--- src/hw/npc_pkg.sv ---
// constants and types for the page program controller
// Behaviour
// RULE_01: flash split into loader, program, storage regions in 256-byte blocks by fuses.
// RULE_02: a zero end fuse gives whole flash to its region; both zero means loader.
// RULE_03: loader code writes program and storage; program code writes storage; storage none.
// RULE_04: cpu writes never modify the loader region.
// RULE_05: write lock and read lock hold until reset; read lock hides loader reads.
// RULE_06: eeprom erase and write touch only bytes marked in the page buffer.
// RULE_07: user page survives chip erase, programs like eeprom, debug port may write it.
// RULE_08: array reads during write or erase stall the bus until done.
// RULE_09: one shared page buffer loaded by stores, low address bits pick position.
// RULE_10: each buffer store leaves AND of new and old content.
// RULE_11: buffer set to all ones on reset, page op, buffer clear, wake.
// RULE_12: software erases a flash page before programming it.
// RULE_13: software writes unlock key then the op code within four instructions.
// RULE_14: page write copies buffer then clears it; cpu stalls only for flash.
// RULE_15: page erase needs a marked byte; flash whole page halts, eeprom marked bytes.
// RULE_16: erase-write erases then writes without clearing between, clears after.
// RULE_17: buffer clear sets all ones and halts cpu for seven cycles.
// RULE_18: chip erase sets flash ones, eeprom ones unless keep fuse set.
// RULE_19: eeprom erase sets all eeprom ones, cpu halted until done.
// RULE_20: only debug port starts fuse write, from address and data; effect after reset.
// RULE_21: page write and erase take 2ms; erase-write, chip and eeprom erase 4ms.
// RULE_22: reset during a write aborts it.
// RULE_23: unlock key is 0x9D; other values leave commands locked.
// RULE_24: op codes 0 none,1 write,2 erase,3 erase-write,4 clear,5 chip,6 eeprom,7 fuse.
// RULE_25: command write without unlock is accepted but leaves the register unchanged.
package npc_pkg;
  // ***********************************************************
  // timing
  // ***********************************************************
  localparam int unsigned CLK_HZ          = 40_000_000;
  localparam int unsigned SHORT_OP_MS     = 2;
  localparam int unsigned LONG_OP_MS      = 4;
  localparam int unsigned SHORT_OP_CYC    = CLK_HZ / 1000 * SHORT_OP_MS;
  localparam int unsigned LONG_OP_CYC     = CLK_HZ / 1000 * LONG_OP_MS;
  localparam int unsigned CLEAR_OP_CYC    = 7;
  localparam int unsigned UNLOCK_WINDOW   = 4;
  localparam int unsigned BLOCK_SHIFT     = 8;
  // ***********************************************************
  // register offsets and fields
  // ***********************************************************
  localparam logic [3:0] REG_CONTROL_A    = 4'h0;
  localparam logic [3:0] REG_CONTROL_B    = 4'h1;
  localparam logic [3:0] REG_STATUS       = 4'h2;
  localparam logic [3:0] REG_DATA_LO      = 4'h6;
  localparam logic [3:0] REG_DATA_HI      = 4'h7;
  localparam logic [3:0] REG_ADDR_LO      = 4'h8;
  localparam logic [3:0] REG_ADDR_HI      = 4'h9;
  localparam logic [3:0] REG_GUARD        = 4'hf;
  localparam logic [7:0] SELFPROG_UNLOCK_KEY = 8'h9d;
  localparam logic [7:0] FUSE_ZERO        = 8'h00;
  localparam int unsigned LOCK_WRITE_BIT  = 0;
  localparam int unsigned LOCK_READ_BIT   = 1;
  localparam int unsigned ST_FBUSY_BIT    = 0;
  localparam int unsigned ST_EBUSY_BIT    = 1;
  localparam int unsigned ST_ERR_BIT      = 2;
  // ***********************************************************
  // op codes and states
  // ***********************************************************
  typedef enum logic [2:0] {
    OP_NONE               = 3'h0,
    OP_PAGE_PROGRAM       = 3'h1,
    PAGE_WIPE_OP          = 3'h2,
    PAGE_WIPE_AND_PROGRAM_OP = 3'h3,
    BUFFER_RESET_OP       = 3'h4,
    FULL_WIPE_OP          = 3'h5,
    NVDATA_WIPE_OP        = 3'h6,
    FUSE_PROGRAM_OP       = 3'h7
  } npc_op_type;
  typedef enum logic [3:0] {
    ST_IDLE  = 4'b0001,
    ST_ERASE = 4'b0010,
    ST_WRITE = 4'b0100,
    ST_WAIT  = 4'b1000
  } npc_state_type;
  typedef enum logic [1:0] {
    RGN_LOADER  = 2'h0,
    RGN_PROGRAM = 2'h1,
    RGN_STORAGE = 2'h2
  } npc_region_type;
endpackage : npc_pkg

--- src/hw/npc_controller.sv ---
// page program controller: command sequencer, page buffer, protection
//
// Added by the designer: the placing of the registers and the strobed register port.
`timescale 1ns/10ps
`default_nettype none
module npc_controller
  import npc_pkg::*;
#(
  parameter int unsigned AW           = 16,
  parameter int unsigned PAGE_BYTES   = 64,
  parameter int unsigned SHORT_CYC    = SHORT_OP_CYC,
  parameter int unsigned LONG_CYC     = LONG_OP_CYC,
  parameter logic [AW-1:0] NVDATA_BASE = 16'h1400,
  parameter logic [AW-1:0] NVDATA_TOP  = 16'h147f,
  parameter logic [AW-1:0] USER_BASE   = 16'h1300,
  parameter logic [AW-1:0] USER_TOP    = 16'h131f,
  parameter logic [AW-1:0] FLASH_BASE  = 16'h8000
)(
  input  wire logic             mclk,
  input  wire logic             rst_b,
  // register port
  input  wire logic [3:0]       reg_addr,
  input  wire logic [7:0]       reg_wdata,
  input  wire logic             reg_wr,
  input  wire logic             reg_rd,
  output logic [7:0]            reg_rdata,
  input  wire logic             debug_programming_port,
  // memory bus from cpu
  input  wire logic [AW-1:0]    mem_addr,
  input  wire logic [7:0]       mem_wdata,
  input  wire logic             mem_wr,
  input  wire logic             mem_rd,
  input  wire logic [AW-1:0]    exec_addr,
  input  wire logic             wake,
  output logic                  mem_wait,
  output logic                  cpu_halt,
  output logic                  loader_hidden,
  // fuses
  input  wire logic [7:0]       loader_end_fuse,
  input  wire logic [7:0]       program_region_end_fuse,
  input  wire logic             keep_nvdata_fuse,
  // array side
  output logic                  arr_erase,
  output logic                  arr_write,
  output logic                  arr_chip_erase,
  output logic                  arr_nvdata_erase,
  output logic                  arr_keep_nvdata,
  output logic                  arr_is_nvdata,
  output logic [AW-1:0]         arr_page_addr,
  output logic [8*PAGE_BYTES-1:0] arr_data,
  output logic [PAGE_BYTES-1:0] arr_mask,
  output logic                  fuse_write,
  output logic [15:0]           fuse_addr,
  output logic [15:0]           fuse_data
);
  localparam int unsigned PW = $clog2(PAGE_BYTES);
  localparam int unsigned CW = $clog2(LONG_CYC + 1);

  // ***********************************************************
  // decode
  // ***********************************************************
  npc_region_type exec_rgn;
  npc_region_type tgt_rgn;
  npc_state_type  state;
  npc_op_type     op;
  logic [7:0]           guard_cnt;
  logic [1:0]           locks;
  logic                 err;
  logic [7:0]           page_buf [PAGE_BYTES];
  logic [PAGE_BYTES-1:0] marked;
  logic [AW-1:0]        page_addr;
  logic                 tgt_nvdata;
  logic [CW-1:0]        cnt;
  logic [15:0]          data_reg;
  logic                 busy;
  logic                 flash_hit;
  logic                 nv_hit;
  logic                 user_hit;
  logic                 store_ok;
  logic                 cmd_wr;
  logic                 cmd_ok;
  logic                 next_err;
  npc_op_type           wr_op;

  npc_region_map #(.AW(AW)) u_exec_map (
    .addr                    (exec_addr),
    .loader_end_fuse         (loader_end_fuse),
    .program_region_end_fuse (program_region_end_fuse),
    .region                  (exec_rgn)
  );
  npc_region_map #(.AW(AW)) u_tgt_map (
    .addr                    (page_addr - FLASH_BASE),
    .loader_end_fuse         (loader_end_fuse),
    .program_region_end_fuse (program_region_end_fuse),
    .region                  (tgt_rgn)
  );

  assign busy      = (state != ST_IDLE);
  assign nv_hit    = (mem_addr >= NVDATA_BASE) && (mem_addr <= NVDATA_TOP);
  assign user_hit  = (mem_addr >= USER_BASE) && (mem_addr <= USER_TOP);
  assign flash_hit = (mem_addr >= FLASH_BASE);
  assign wr_op     = npc_op_type'(reg_wdata[2:0]);
  assign cmd_wr    = reg_wr && (reg_addr == REG_CONTROL_A);

  // stores from storage-region code refused; debug port may always load
  assign store_ok = debug_programming_port || (exec_rgn != RGN_STORAGE); // RULE_03

  // command legality checked at issue time
  always_comb
  begin
    cmd_ok = 1'b1;
    if (!debug_programming_port)
    begin
      if (wr_op == FUSE_PROGRAM_OP)
        cmd_ok = 1'b0; // RULE_20
      if (wr_op == OP_PAGE_PROGRAM || wr_op == PAGE_WIPE_OP || wr_op == PAGE_WIPE_AND_PROGRAM_OP)
      begin
        if (exec_rgn == RGN_STORAGE)
          cmd_ok = 1'b0; // RULE_03
        else if (!tgt_nvdata)
        begin
          if (tgt_rgn == RGN_LOADER)
            cmd_ok = 1'b0; // RULE_04
          else if (tgt_rgn == RGN_PROGRAM && (exec_rgn != RGN_LOADER || locks[LOCK_WRITE_BIT]))
            cmd_ok = 1'b0; // RULE_03 RULE_05
        end
      end
      if ((wr_op == FULL_WIPE_OP || wr_op == NVDATA_WIPE_OP) && exec_rgn == RGN_STORAGE)
        cmd_ok = 1'b0; // RULE_03
    end
  end

  // ***********************************************************
  // unlock window
  // ***********************************************************
  always_ff @(posedge mclk or negedge rst_b)
  begin
    if (!rst_b)
      guard_cnt <= 8'h00;
    else if (reg_wr && reg_addr == REG_GUARD && reg_wdata == SELFPROG_UNLOCK_KEY)
      guard_cnt <= 8'(UNLOCK_WINDOW); // RULE_23
    else if (cmd_wr)
      guard_cnt <= 8'h00;
    else if (guard_cnt != 8'h00)
      guard_cnt <= guard_cnt - 8'h01;
  end

  // ***********************************************************
  // lock bits
  // ***********************************************************
  always_ff @(posedge mclk or negedge rst_b)
  begin
    if (!rst_b)
      locks <= 2'b00;
    else if (reg_wr && reg_addr == REG_CONTROL_B)
    begin
      if (reg_wdata[LOCK_WRITE_BIT])
        locks[LOCK_WRITE_BIT] <= 1'b1; // RULE_05
      if (reg_wdata[LOCK_READ_BIT] && exec_rgn == RGN_LOADER)
        locks[LOCK_READ_BIT] <= 1'b1; // RULE_05
    end
  end
  assign loader_hidden = locks[LOCK_READ_BIT] && exec_rgn != RGN_LOADER; // RULE_05

  // ***********************************************************
  // address and data registers
  // ***********************************************************
  always_ff @(posedge mclk or negedge rst_b)
  begin
    if (!rst_b)
    begin
      page_addr  <= '0;
      tgt_nvdata <= 1'b0;
      data_reg   <= 16'h0000;
    end
    else
    begin
      if (mem_wr && !busy && store_ok && (flash_hit || nv_hit || user_hit))
      begin
        page_addr  <= mem_addr & ~AW'(PAGE_BYTES - 1);
        tgt_nvdata <= nv_hit || user_hit; // RULE_07
      end
      else if (reg_wr && reg_addr == REG_ADDR_LO)
        page_addr[7:0] <= reg_wdata;
      else if (reg_wr && reg_addr == REG_ADDR_HI)
        page_addr[15:8] <= reg_wdata;
      if (reg_wr && reg_addr == REG_DATA_LO)
        data_reg[7:0] <= reg_wdata;
      if (reg_wr && reg_addr == REG_DATA_HI)
        data_reg[15:8] <= reg_wdata;
    end
  end

  // ***********************************************************
  // sequencer
  // ***********************************************************
  always_ff @(posedge mclk or negedge rst_b)
  begin
    if (!rst_b)
    begin
      state <= ST_IDLE; // RULE_22
      op    <= OP_NONE;
      cnt   <= '0;
      err   <= 1'b0;
    end
    else
    begin
      unique case (state)
        ST_IDLE:
        begin
          if (cmd_wr && (guard_cnt != 8'h00 || debug_programming_port)) // RULE_13 RULE_25
          begin
            op  <= wr_op; // RULE_24
            err <= !cmd_ok;
            if (!cmd_ok || wr_op == OP_NONE)
              state <= ST_IDLE;
            else if (wr_op == PAGE_WIPE_OP && marked == '0)
              state <= ST_IDLE; // RULE_15
            else
            begin
              unique case (wr_op)
                OP_PAGE_PROGRAM:          cnt <= CW'(SHORT_CYC);
                PAGE_WIPE_OP:             cnt <= CW'(SHORT_CYC);
                PAGE_WIPE_AND_PROGRAM_OP: cnt <= CW'(SHORT_CYC); // RULE_21
                BUFFER_RESET_OP:          cnt <= CW'(CLEAR_OP_CYC); // RULE_17
                FUSE_PROGRAM_OP:          cnt <= CW'(SHORT_CYC);
                default:                  cnt <= CW'(LONG_CYC); // RULE_21
              endcase
              state <= (wr_op == PAGE_WIPE_OP || wr_op == PAGE_WIPE_AND_PROGRAM_OP) ? ST_ERASE :
                       (wr_op == OP_PAGE_PROGRAM) ? ST_WRITE : ST_WAIT;
            end
          end
        end
        ST_ERASE:
        begin
          if (cnt <= CW'(1))
          begin
            // erase-write keeps the buffer and goes on to write
            if (op == PAGE_WIPE_AND_PROGRAM_OP)
            begin
              state <= ST_WRITE; // RULE_16
              cnt   <= CW'(SHORT_CYC);
            end
            else
              state <= ST_IDLE;
          end
          else
            cnt <= cnt - CW'(1);
        end
        ST_WRITE, ST_WAIT:
        begin
          if (cnt <= CW'(1))
            state <= ST_IDLE;
          else
            cnt <= cnt - CW'(1);
        end
      endcase
    end
  end

  // array strobes pulse in the first cycle of each phase
  logic [3:0] prev_state;
  always_ff @(posedge mclk or negedge rst_b)
  begin
    if (!rst_b)
      prev_state <= ST_IDLE;
    else
      prev_state <= state;
  end
  assign arr_erase        = state == ST_ERASE && prev_state != ST_ERASE;
  assign arr_write        = state == ST_WRITE && prev_state != ST_WRITE; // RULE_14
  assign arr_chip_erase   = state == ST_WAIT && prev_state == ST_IDLE && op == FULL_WIPE_OP; // RULE_18
  assign arr_keep_nvdata  = keep_nvdata_fuse; // RULE_18 RULE_07
  assign arr_nvdata_erase = state == ST_WAIT && prev_state == ST_IDLE && op == NVDATA_WIPE_OP; // RULE_19
  assign fuse_write       = state == ST_WAIT && prev_state == ST_IDLE && op == FUSE_PROGRAM_OP; // RULE_20
  assign fuse_addr        = page_addr;
  assign fuse_data        = data_reg;
  assign arr_is_nvdata    = tgt_nvdata;
  assign arr_page_addr    = page_addr;
  assign arr_mask         = tgt_nvdata ? marked : {PAGE_BYTES{1'b1}}; // RULE_06

  // halt cpu for flash ops, clear, chip and eeprom erase, fuse write
  assign cpu_halt = busy && !((op == OP_PAGE_PROGRAM || op == PAGE_WIPE_OP ||
                    op == PAGE_WIPE_AND_PROGRAM_OP) && tgt_nvdata); // RULE_14 RULE_15 RULE_16 RULE_17 RULE_19
  assign mem_wait = busy && mem_rd && (flash_hit || nv_hit || user_hit); // RULE_08

  // ***********************************************************
  // page buffer
  // ***********************************************************
  logic buf_clear;
  assign buf_clear = wake || (busy && cnt <= CW'(1) && !(state == ST_ERASE && op == PAGE_WIPE_AND_PROGRAM_OP)
                     && op != FULL_WIPE_OP && op != NVDATA_WIPE_OP && op != FUSE_PROGRAM_OP); // RULE_11 RULE_16

  genvar gi;
  generate
    for (gi = 0; gi < PAGE_BYTES; gi++)
    begin : g_buf
      always_ff @(posedge mclk or negedge rst_b)
      begin
        if (!rst_b)
        begin
          page_buf[gi] <= 8'hff; // RULE_11
          marked[gi]   <= 1'b0;
        end
        else if (buf_clear)
        begin
          page_buf[gi] <= 8'hff; // RULE_11
          marked[gi]   <= 1'b0;
        end
        else if (mem_wr && !busy && store_ok && (flash_hit || nv_hit || user_hit)
                 && mem_addr[PW-1:0] == PW'(gi)) // RULE_09
        begin
          page_buf[gi] <= page_buf[gi] & mem_wdata; // RULE_10
          marked[gi]   <= 1'b1; // RULE_06
        end
      end
      assign arr_data[8*gi +: 8] = page_buf[gi];
    end
  endgenerate

  // ***********************************************************
  // register read
  // ***********************************************************
  always_ff @(posedge mclk or negedge rst_b)
  begin
    if (!rst_b)
      reg_rdata <= 8'h00;
    else if (reg_rd)
    begin
      unique case (reg_addr)
        REG_CONTROL_A: reg_rdata <= {5'h00, op};
        REG_CONTROL_B: reg_rdata <= {6'h00, locks};
        REG_STATUS:    reg_rdata <= {5'h00, err, busy && tgt_nvdata, busy && !tgt_nvdata};
        REG_DATA_LO:   reg_rdata <= data_reg[7:0];
        REG_DATA_HI:   reg_rdata <= data_reg[15:8];
        REG_ADDR_LO:   reg_rdata <= page_addr[7:0];
        REG_ADDR_HI:   reg_rdata <= page_addr[15:8];
        default:       reg_rdata <= 8'h00;
      endcase
    end
  end
endmodule : npc_controller
`default_nettype wire

--- src/hw/npc_region_map.sv ---
// flash region classification from end fuses
`timescale 1ns/10ps
`default_nettype none
module npc_region_map
  import npc_pkg::*;
#(
  parameter int unsigned AW = 16
)(
  input  wire logic [AW-1:0] addr,
  input  wire logic [7:0]    loader_end_fuse,
  input  wire logic [7:0]    program_region_end_fuse,
  output npc_region_type     region
);
  logic [7:0] blk;
  assign blk = addr[BLOCK_SHIFT +: 8];
  always_comb
  begin
    if (loader_end_fuse == FUSE_ZERO)
      region = RGN_LOADER; // RULE_02
    else if (blk < loader_end_fuse)
      region = RGN_LOADER; // RULE_01
    else if (program_region_end_fuse == FUSE_ZERO || blk < program_region_end_fuse)
      region = RGN_PROGRAM; // RULE_02
    else
      region = RGN_STORAGE;
  end
endmodule : npc_region_map
`default_nettype wire

--- config.mk ---
export PLATFORM = sky130hd
export DESIGN_NAME = npc_controller
export DESIGN_NICKNAME = d
export VERILOG_FILES = /design/src/hw/npc_pkg.sv /design/src/hw/npc_controller.sv /design/src/hw/npc_region_map.sv
export SDC_FILE = /design/constraint.sdc
export NUM_CORES = 1
export LEC_CHECK = 0
export BUFFER_PORTS_ARGS = -buffer_cell sky130_fd_sc_hd__buf_4
export CAP_MARGIN = 40
export CORE_AREA = 2 2 284 286
export CTS_BUF_LIST = sky130_fd_sc_hd__clkbuf_4 sky130_fd_sc_hd__clkbuf_8
export DETAILED_ROUTE_END_ITERATION = 12
export DIE_AREA = 0 0 286 288
export GPL_TIMING_DRIVEN = 0
export PLACE_DENSITY = 0.55
export SLEW_MARGIN = 10
export SYNTH_ARGS = -nofsm -noshare
export SYNTH_HDL_FRONTEND = slang
export SYNTH_SLANG_ARGS = --single-unit
--- constraint.sdc ---
create_clock -name mclk -period 5.1 [get_ports mclk]
set_input_delay 0.765 -clock mclk [delete_from_list [all_inputs] [get_ports mclk]]
set_output_delay 0.765 -clock mclk [all_outputs]
set_load 0.01 [all_outputs]
* Word-level counts from Yosys, hierarchy flattened *
Cells that the tools add are included.
W data, S select, Z words.

storage, ports and cells
  bits in registers = 657
  latch bits = 0
  RAM bits = 0
  memory bits (read-only) = 0
  bits of input ports = 77
  output and inout port bits = 642
  logic and storage cells = 828
  memories kept = 0

cells by class
  add/subtract/negate cells = 3
  multipliers = 0
  div/mod/pow operators = 0
  $lt $le $gt $ge = 10
  equal/unequal tests = 106
  shift-type cells = 0
  multiplexer cells = 296
  bitwise gates (word level) = 64
  reduce and logical (&&, ||, !) cells = 207

operator list
  operator                 count
  $mux W8                  134
  $and A8 B8 Y8            64
  $eq A6 B6 Y1 const B     32
  $mux W1                  136
  $reduce_bool A2 Y1       67
  $mux W18                 6
  $logic_and A1 B1 Y1      101
  $eq A6 B5 Y1 const B     16
  $logic_not A64 Y1        1
  $mux W64                 1
  $pmux W8 S7              1
  $pmux W18 S3             1
  $eq A6 B4 Y1 const B     8
  $pmux W18 S2             1
  $ge A16 B13 Y1 const B   2
  $le A16 B13 Y1 const B   2
  $lt A8 B8 Y1             4
  $mux W4                  7
  $eq A6 B3 Y1 const B     4
  $eq A3 B3 Y1 const B     7
  $le A18 B1 Y1 const B    1
  $sub A18 B1 Y18 const B  1
  $eq A4 B4 Y1 const B     4
  $ge A16 B16 Y1 const B   1
  other kinds (36)         84

* Logic depth before layout (Yosys ltp) *
Gate-level depths: netlist (run 1).

  depth in word-level cells = 20
  gate-level depth with buffers = 13
  mapped depth without buffers = 10

* Cells and area by module *
From an unflattened synthesis (run 1), not the netlist that was laid out.

unflattened totals
  cells, all modules = 2,763
  area, all modules = 27,923.0 um^2

modules (own cells, without submodules)
  module          times used  cells an instance  area each (um^2)  sequential area each (um^2)
  npc_controller  1           2,649              27,042.2          17,083.9
  npc_region_map  2           57                 440.4             0.0

* Least setup slack after synthesis (run 1) *
Ideal clock, no wire load.

  kind = input to register
  start = input port loader_end_fuse[7]
  end = register page_buf (netlist bit arr_data[264])
  library setup time = 63 ps
  data arrival time = 2,961 ps
  data required time = 5,037 ps
  setup slack = 2,076 ps
  cell stages on the path = 13
  buffers on the path = 3
  path through = inv_1 -> ha_1 -> nand4_1 -> a21oi_1 -> a21oi_1 -> or4_4 -> o2111a_1 -> nand3b_1 -> buf_4 -> buf_6 -> clkbuf_1 -> o21ai_0 -> nand2_1

on the way
  longest elaborated chain between the ends = 9

RTL lines
  item                                   RTL line               source
  from (decl)                            npc_controller.sv:39   input wire logic [7:0] loader_end_fuse,
  $lt A8 B8 Y1                           npc_region_map.sv:20   else if (blk < loader_end_fuse)
  $mux W2                                npc_region_map.sv:20
  $mux W2 *                              npc_region_map.sv:18   if (loader_end_fuse == FUSE_ZERO)
  $ne A2 B2 Y1 *                         npc_controller.sv:106  assign store_ok = debug_programming_port || (exec_rgn != RGN_STORAGE);
  $logic_or A1 B1 Y1 *                   npc_controller.sv:106
  $logic_and A1 B1 Y1 * (2 in series)    npc_controller.sv:310  else if (mem_wr && !busy && store_ok && (flash_hit || nv_hit || user_hit)
  $logic_and A1 B1 Y1 *                  npc_controller.sv:311  && mem_addr[PW-1:0] == PW'(gi))
  $reduce_bool A2 Y1 (no source line) *  n/a
  to (signal, indexed assignment)        npc_controller.sv:313  page_buf[gi] <= page_buf[gi] & mem_wdata;
  to (decl)                              npc_controller.sv:69   logic [7:0] page_buf [PAGE_BYTES];

Every way passes the cells marked *; elsewhere a longest branch is shown, timed or not.
A chain may end at the register's enable or synchronous reset.

* Worst setup path in the final report (run 1) *
  start = register tgt_nvdata (netlist: arr_is_nvdata)
  end = output port arr_mask[42]

on the way
  longest elaborated chain between the ends = 1

RTL lines
  item                    RTL line               source
  from (decl)             npc_controller.sv:72   logic tgt_nvdata;
  from (signal assigned)  npc_controller.sv:181  tgt_nvdata <= nv_hit || user_hit;
  $mux W64                npc_controller.sv:280  assign arr_mask = tgt_nvdata ? marked : {PAGE_BYTES{1'b1}};
  to (decl)               npc_controller.sv:51   output logic [PAGE_BYTES-1:0] arr_mask,

Every way passes these cells.

==> qor.csv, run 1 <==
metric;value;unit
Setup crit start kind;flop;
placed inst area;34900;µm²
# port buffers;704;
antenna violations before repair;11;
final net count;3678;
vias per cell;5.21;
Yosys top cell area share;48.5;%
# IOs;719;
Filler Cell Count;7767;
WL per Instance;26.0;µm
DRC errors left;0;
Total Power;14.3;mW
Post-Syn Nets;2836;
gpl congestion;0.901;
RSZ-0062 raised after global routing;false;
root buffer cell;clkbuf_8;
max_slew headroom;33.7;%
Worst EP arrival;2.79;ns
largest net degree at the start of global routing;110;
drt total wl;123000;µm
worst clock skew;0.0523;ns
1st-iter DRT viols;1952;
Ys Warns;0;
Final setup viols;0;
Sink Count;657;
synthesized instance count;2728;
fmax;282;MHz
top cells by area, synth;dfstp_2 48%, dfrtp_1 13%, o21ai_0 9.3%;
Mapped Avg Cell Area;10.2;µm²
crit end category;output port;
core area;79600;µm²
# Max-Cap Violations;0;
Max FO, Critical Path;10;
clk slew on worst S/H paths;0.06;ns
data required time of the critical path;4.34;ns
post-CTS sizing;0;
Die X;286;µm
die footprint;82400;µm²
clock insertion delay at the later pin of the skew report;0.75;ns
P per Cell Area;382;nW/µm²
gr ovfl total;0;
total CTS buffers;112;
GRT Overall Usage;29.0;%
vias in the first global route;24412;
Post-Syn Area;27900;µm²
row cnt;104;
placed wire-length estimate;93500;µm
DRT Pass-1 Iters;5;
final hold slack;0.274;ns
share of layout cells above drive strength 1;43.7;%
max-slew violations;0;
Initial Util;35.0;%
Hold Fails Final Rpt;0;
first-pass GRT wire length;174000;µm
dpl cells;4515;
run status;finished clean;
Leakage Power;15.2;nW
Setup crit start;arr_is_nvdata$_DFFE_PN0P_;
Die Ht;288;µm
Post-Layout Inst Area;37400;µm²
Post-synth EDFFs;0;
reg-to-reg critical path startpoint;state[2]$_DFFE_PN0P_;
Non-Filler Instances;4725;
Top FF cell, synth;dfstp_2;
peak supply drop;218;µV
CTS tree;done;
leading area contributor after synthesis;dfstp_2;
#FFs+latches synth;657;
setup_tns;0;ns
Clock H-tree levels;3;
Crit Path Class;flop to output port;
register area share after synthesis;61.3;%
clk buf depth;3;
crit path time final;3.55;ns
fin crit share;69.6;%
synth-to-layout area growth;34.3;%
worst-margin pin slew;0.994;ns
min-delay src;mem_addr[14];
Yosys cell types;79;
asr flop ratio synth;100;%
worst hold path type;input pin to flop;
Post-DRT Antenna Nets;0;
via count;24619;
==> metrics by stage <==
stage,setup slack (ns),utilization [%]
after global placement,-4.20,43.3
after detailed placement,0.885,43.8
after CTS,1.57,47.0
final,1.55,47.0
after floorplan,2.08,-
after global routing,1.42,47.0
==> where the power goes <==
part	switching [mW]	internal [mW]
Combinational	1.84	1.33
Sequential	0.324	5.48
Clock	2.32	3.00
Total	4.48	9.80
==> cell usage after synthesis, types with 22 or more instances <==
library cell / count
mux2i_1: 29
nor3_1: 25
nor2_1: 132
nand2b_1: 131
o21ai_1: 40
dfstp_2: 514
ha_1: 31
a21oi_1: 91
nor4_1: 22
buf_2: 67
or3_1: 67
clkbuf_1: 99
inv_1: 36
nand2_1: 559
o21ai_0: 517
dfrtp_1: 143
==> final cells by class <==
class / instances / area [µm²] / share of cell area (%)
Sequential cell: 657 / 17100 / 45.7
Buffer: 202 / 1020 / 2.73
Clock inverter: 23 / 274 / 0.732
Antenna cell: 5 / 12.5 / 0.0334
Clock buffer: 181 / 2240 / 5.99
Inverter: 36 / 135 / 0.361
Tap cell: 1060 / 1330 / 3.54
Timing Repair Buffer: 728 / 5700 / 15.2
Multi-Input combinational cell: 1833 / 9620 / 25.7
==> state kept, by name, summed over array words and instances, names as in the netlist <==
register	flops
arr_data	512
marked	64
cnt	18
arr_page_addr	16
fuse_data	16
guard_cnt	8
reg_rdata	8
prev_state	4
state	4
op	3
locks	2
arr_is_nvdata	1
err	1
==> cell families after synthesis <==
| logic type | after synthesis | share of synthesized area [%] |
|---|---|---|
| AO/OA/AOI/OAI | 738 | 14.4 |
| adder cells (fa/ha/maj) | 31 | 1.39 |
| multiplexers | 49 | 1.85 |
| buffers and inverters | 238 | 4.15 |
| AND/OR/NAND/NOR | 1009 | 16.7 |
| flip-flops | 657 | 61.3 |
| XOR/XNOR | 6 | 0.189 |
==> layer usage <==
metal  up-vias  routed length (µm)  global-route usage [%]
li1      10975                   -                       -
met1     12454               51200                    38.2
met2       976               58000                    46.2
met3       214                9000                    6.55
met4         0                4810                    11.6
met5         -                   0                       0
==> final timing paths <==
| kind | slack (ns) | to | cells after the start |
|---|---|---|---|
| worst max-delay path | 1.55 | arr_mask[42] | 4 |
| worst min-delay path | 0.27 | arr_page_addr[14]$_DFFE_PN0P_ | 3 |
| worst max register to register | 1.60 | arr_data[367]$_DFFE_PN1P_ | 9 |
| worst min register to register | 0.37 | prev_state[0]$_DFF_PN1_ | 0 |
| max in group asynchronous | 2.55 | arr_data[252]$_DFFE_PN1P_ | 5 |
| min in group asynchronous | 0.63 | marked[20]$_DFFE_PN0P_ | 2 |
==> worst max-delay path, stage by stage, from the launching register on <==
cell,delay (ns)
dfrtp_1,0.57
clkbuf_1,0.43
clkbuf_1,0.51
nand2b_1,0.33
buf_4,0.24
==> repair_timing <==
action,CTS,global route
buffers inserted,0,0
hold endpoints to repair,6,0
hold buffers,1,0
==> cell usage in the layout (no fill, tap or decap), drive strengths merged, types with 10 or more instances in the layout <==
cell,count
buf,830
inv,39
o21ai,557
nor2,132
mux2,20
clkbuf,280
nand4,10
or3,69
nor3,26
nor4,24
o22ai,11
a21oi,92
dfrtp,143
nand2b,131
nand2,559
dfstp,514
clkinv,15
ha,31
or2,17
mux2i,29
(Power assumes the default switching activity.)
==> run 2: changes to the inputs <==
==> constraint.sdc (replaced) <==
create_clock -name mclk -period 3.28 [get_ports mclk]
set_input_delay 0.492 -clock mclk [delete_from_list [all_inputs] [get_ports mclk]]
set_output_delay 0.492 -clock mclk [all_outputs]
set_load 0.01 [all_outputs]
==> qor.csv, run 2 (synthesis gave the netlist of run 1 again) <==
metric;value;unit;change
run status;finished clean;;
Setup crit start kind;flop;;
WHS Path Cells;3;;unchanged
final net count;3687;;+0.24%
Layout Utilization;47.1;%;+0.16 points
largest net degree at the start of global routing;110;;unchanged
Non-Filler Instances;4733;;+0.17%
root buffer cell;clkbuf_8;;
r2r setup slk;0.14;ns;-1.46 ns
DRT Pass-1 Iters;5;;unchanged
total CTS buffers;112;;unchanged
share of layout cells above drive strength 1;44.0;%;+0.27 points
worst hold path type;input pin to flop;;
GRT Overall Usage;29.0;%;about the same
slowest CP cell;or4_1;;
final hold slack;0.0647;ns;-0.209 ns
Worst EP arrival;2.69;ns;-0.10 ns
RSZ-0062 raised after global routing;false;;
cell mode on critical path;nor2_1;;
Initial Util;35.0;%;unchanged
Die X;286;µm;unchanged
Die Ht;288;µm;unchanged
Filler Cell Count;7744;;-0.30%
1st-iter DRT viols;1909;;-2.2%
Post-DRT Antenna Nets;0;;unchanged
Worst R2R Path Depth;9;;unchanged
Clock H-tree levels;3;;unchanged
Hold Fails Final Rpt;0;;unchanged
P per Cell Area;592;nW/µm²;+55%
worst reg2reg path endpoint;arr_data[44]$_DFFE_PN1P_;;
via count;24587;;-0.13%
Setup WS post-layout;0.101;ns;-1.45 ns
row cnt;104;;unchanged
worst-margin pin slew;0.907;ns;-0.0867 ns
# port buffers;704;;unchanged
commonest cells after routing, fill and taps aside;728 x buf_4, 559 x nand2_1, 517 x o21ai_0, 514 x dfstp_2, 143 x dfrtp_1;;
pre-CTS setup slack;-0.662;ns;-1.55 ns
antenna violations before repair;11;;unchanged
clock insertion delay at the later pin of the skew report;0.75;ns;about the same
die footprint;82400;µm²;unchanged
drt total wl;123000;µm;+0.11%
CP max stage delay;0.57;ns;about the same
GRT met2 Usage;46.3;%;about the same
worst clock skew;0.0489;ns;-0.00339 ns
gpl congestion;0.901;;unchanged
data required time of the critical path;2.79;ns;-1.55 ns
crit end category;output port;;
gr ovfl total;0;;unchanged
max_slew headroom;39.5;%;+5.8 points
WL per Instance;26.0;µm;about the same
min-delay src;mem_addr[8];;
fmax;315;MHz;
vias per cell;5.19;;-0.30%
met1 GRT Util;38.3;%;about the same
leading cell type in the layout, fill and taps excluded;buf_4;;
vias in the first global route;24473;;+0.25%
fin crit share;96.9;%;
met3 Usage GRT;6.55;%;unchanged
DRC errors left;0;;unchanged
clk buf depth;3;;unchanged
core area;79600;µm²;unchanged
first-pass GRT wire length;174000;µm;about the same
peak supply drop;336;µV;+54%
clk slew on worst S/H paths;0.06;ns;about the same
reg-to-reg critical path startpoint;state[2]$_DFFE_PN0P_;;
dpl cells;4515;;unchanged
Largest register FFs;512;;unchanged
placed wire-length estimate;93500;µm;unchanged
Sink Count;657;;unchanged
CTS tree;done;;
crit-path cells;clkbuf_1 -> or4_1 -> nor2_1 -> nand4b_1 -> nor2_1 -> buf_4;;
# Max-Cap Violations;0;;unchanged
max-slew violations;0;;unchanged
Most Crowded Layer GR;met2;;
Final setup viols;0;;unchanged
crit path time final;3.18;ns;
Leakage Power;15.2;nW;+0.50%
Max FO, Critical Path;10;;unchanged
hold worst-path end;arr_page_addr[8]$_DFFE_PN0P_;;
synth-to-layout area growth;34.7;%;
# IOs;719;;unchanged
Post-Layout Inst Area;37500;µm²;+0.33%
placed inst area;34900;µm²;unchanged
Crit Path Class;flop to output port;;
run 2: area by class of cell:
class / instances / area (µm²) / area share, %
repair buffers: 738 / 5800 / 15.4
multi-input cells: 1833 / 9630 / 25.7
plain buffers: 201 / 1040 / 2.78
diodes: 4 / 10.0 / 0.0267
well taps: 1060 / 1330 / 3.53
clock buffers: 181 / 2240 / 5.97
flip-flops and latches: 657 / 17100 / 45.5
clock inverters: 23 / 274 / 0.730
inverters: 36 / 135 / 0.360
run 2: repair_timing:
| action | in CTS | in global routing |
|---|---|---|
| endpoints found under the setup margin | 150 | 135 |
| gates resized for setup | 7 | 21 |
| hold buffers | 10 | 0 |
| pin swaps | 0 | 0 |
| hold endpoints to repair | 55 | 0 |
| setup buffers | 1 | 0 |
| gates cloned | 0 | 0 |
run 2: per-stage QoR:
step	power [mW]	TNS, ns
after floorplan	11.6	0
after global placement	14.0	-2694.19
after detailed placement	14.1	-134.95
after CTS	22.4	0
after global routing	23.2	0
final	22.2	0
run 2: worst max path at each step:
stage | from | endpoint | slack, ns
finish | state[0]$_DFFE_PN1P_ | fuse_write | 0.10
global route | state[0]$_DFFE_PN1P_ | fuse_write | 0.002
CTS | arr_is_nvdata$_DFFE_PN0P_ | arr_mask[42] | 0.02
detailed placement | loader_end_fuse[7] | arr_data[367]$_DFFE_PN1P_ | -0.66
global placement | rst_b | cnt[16]$_DFFE_PN0P_ | -5.75
floorplan | loader_end_fuse[7] | arr_data[264]$_DFFE_PN1P_ | 0.53
run 2: worst max-delay path: cells and delay by family (launching register included):
kind	cells	cell delay [ns]
buffers and inverters	2	0.39
flip-flops	1	0.37
AND/OR/NAND/NOR	4	1.19
run 2: metal layers:
| metal | wire [µm] | part of all wire (%) | vias up |
|---|---|---|---|
| li1 | - | - | 10986 |
| met1 | 51600 | 42 | 12449 |
| met2 | 58000 | 47 | 934 |
| met3 | 8650 | 7.0 | 218 |
| met4 | 4910 | 4.0 | 0 |
| met5 | 0 | 0 | - |
run 2: where the power goes:
group / internal, mW / leakage, nW / switching [mW] / total [mW]
clock network: 4.66 / 1.34 / 3.60 / 8.26
logic: 2.08 / 6.60 / 2.87 / 4.95
registers: 8.52 / 7.30 / 0.507 / 9.03
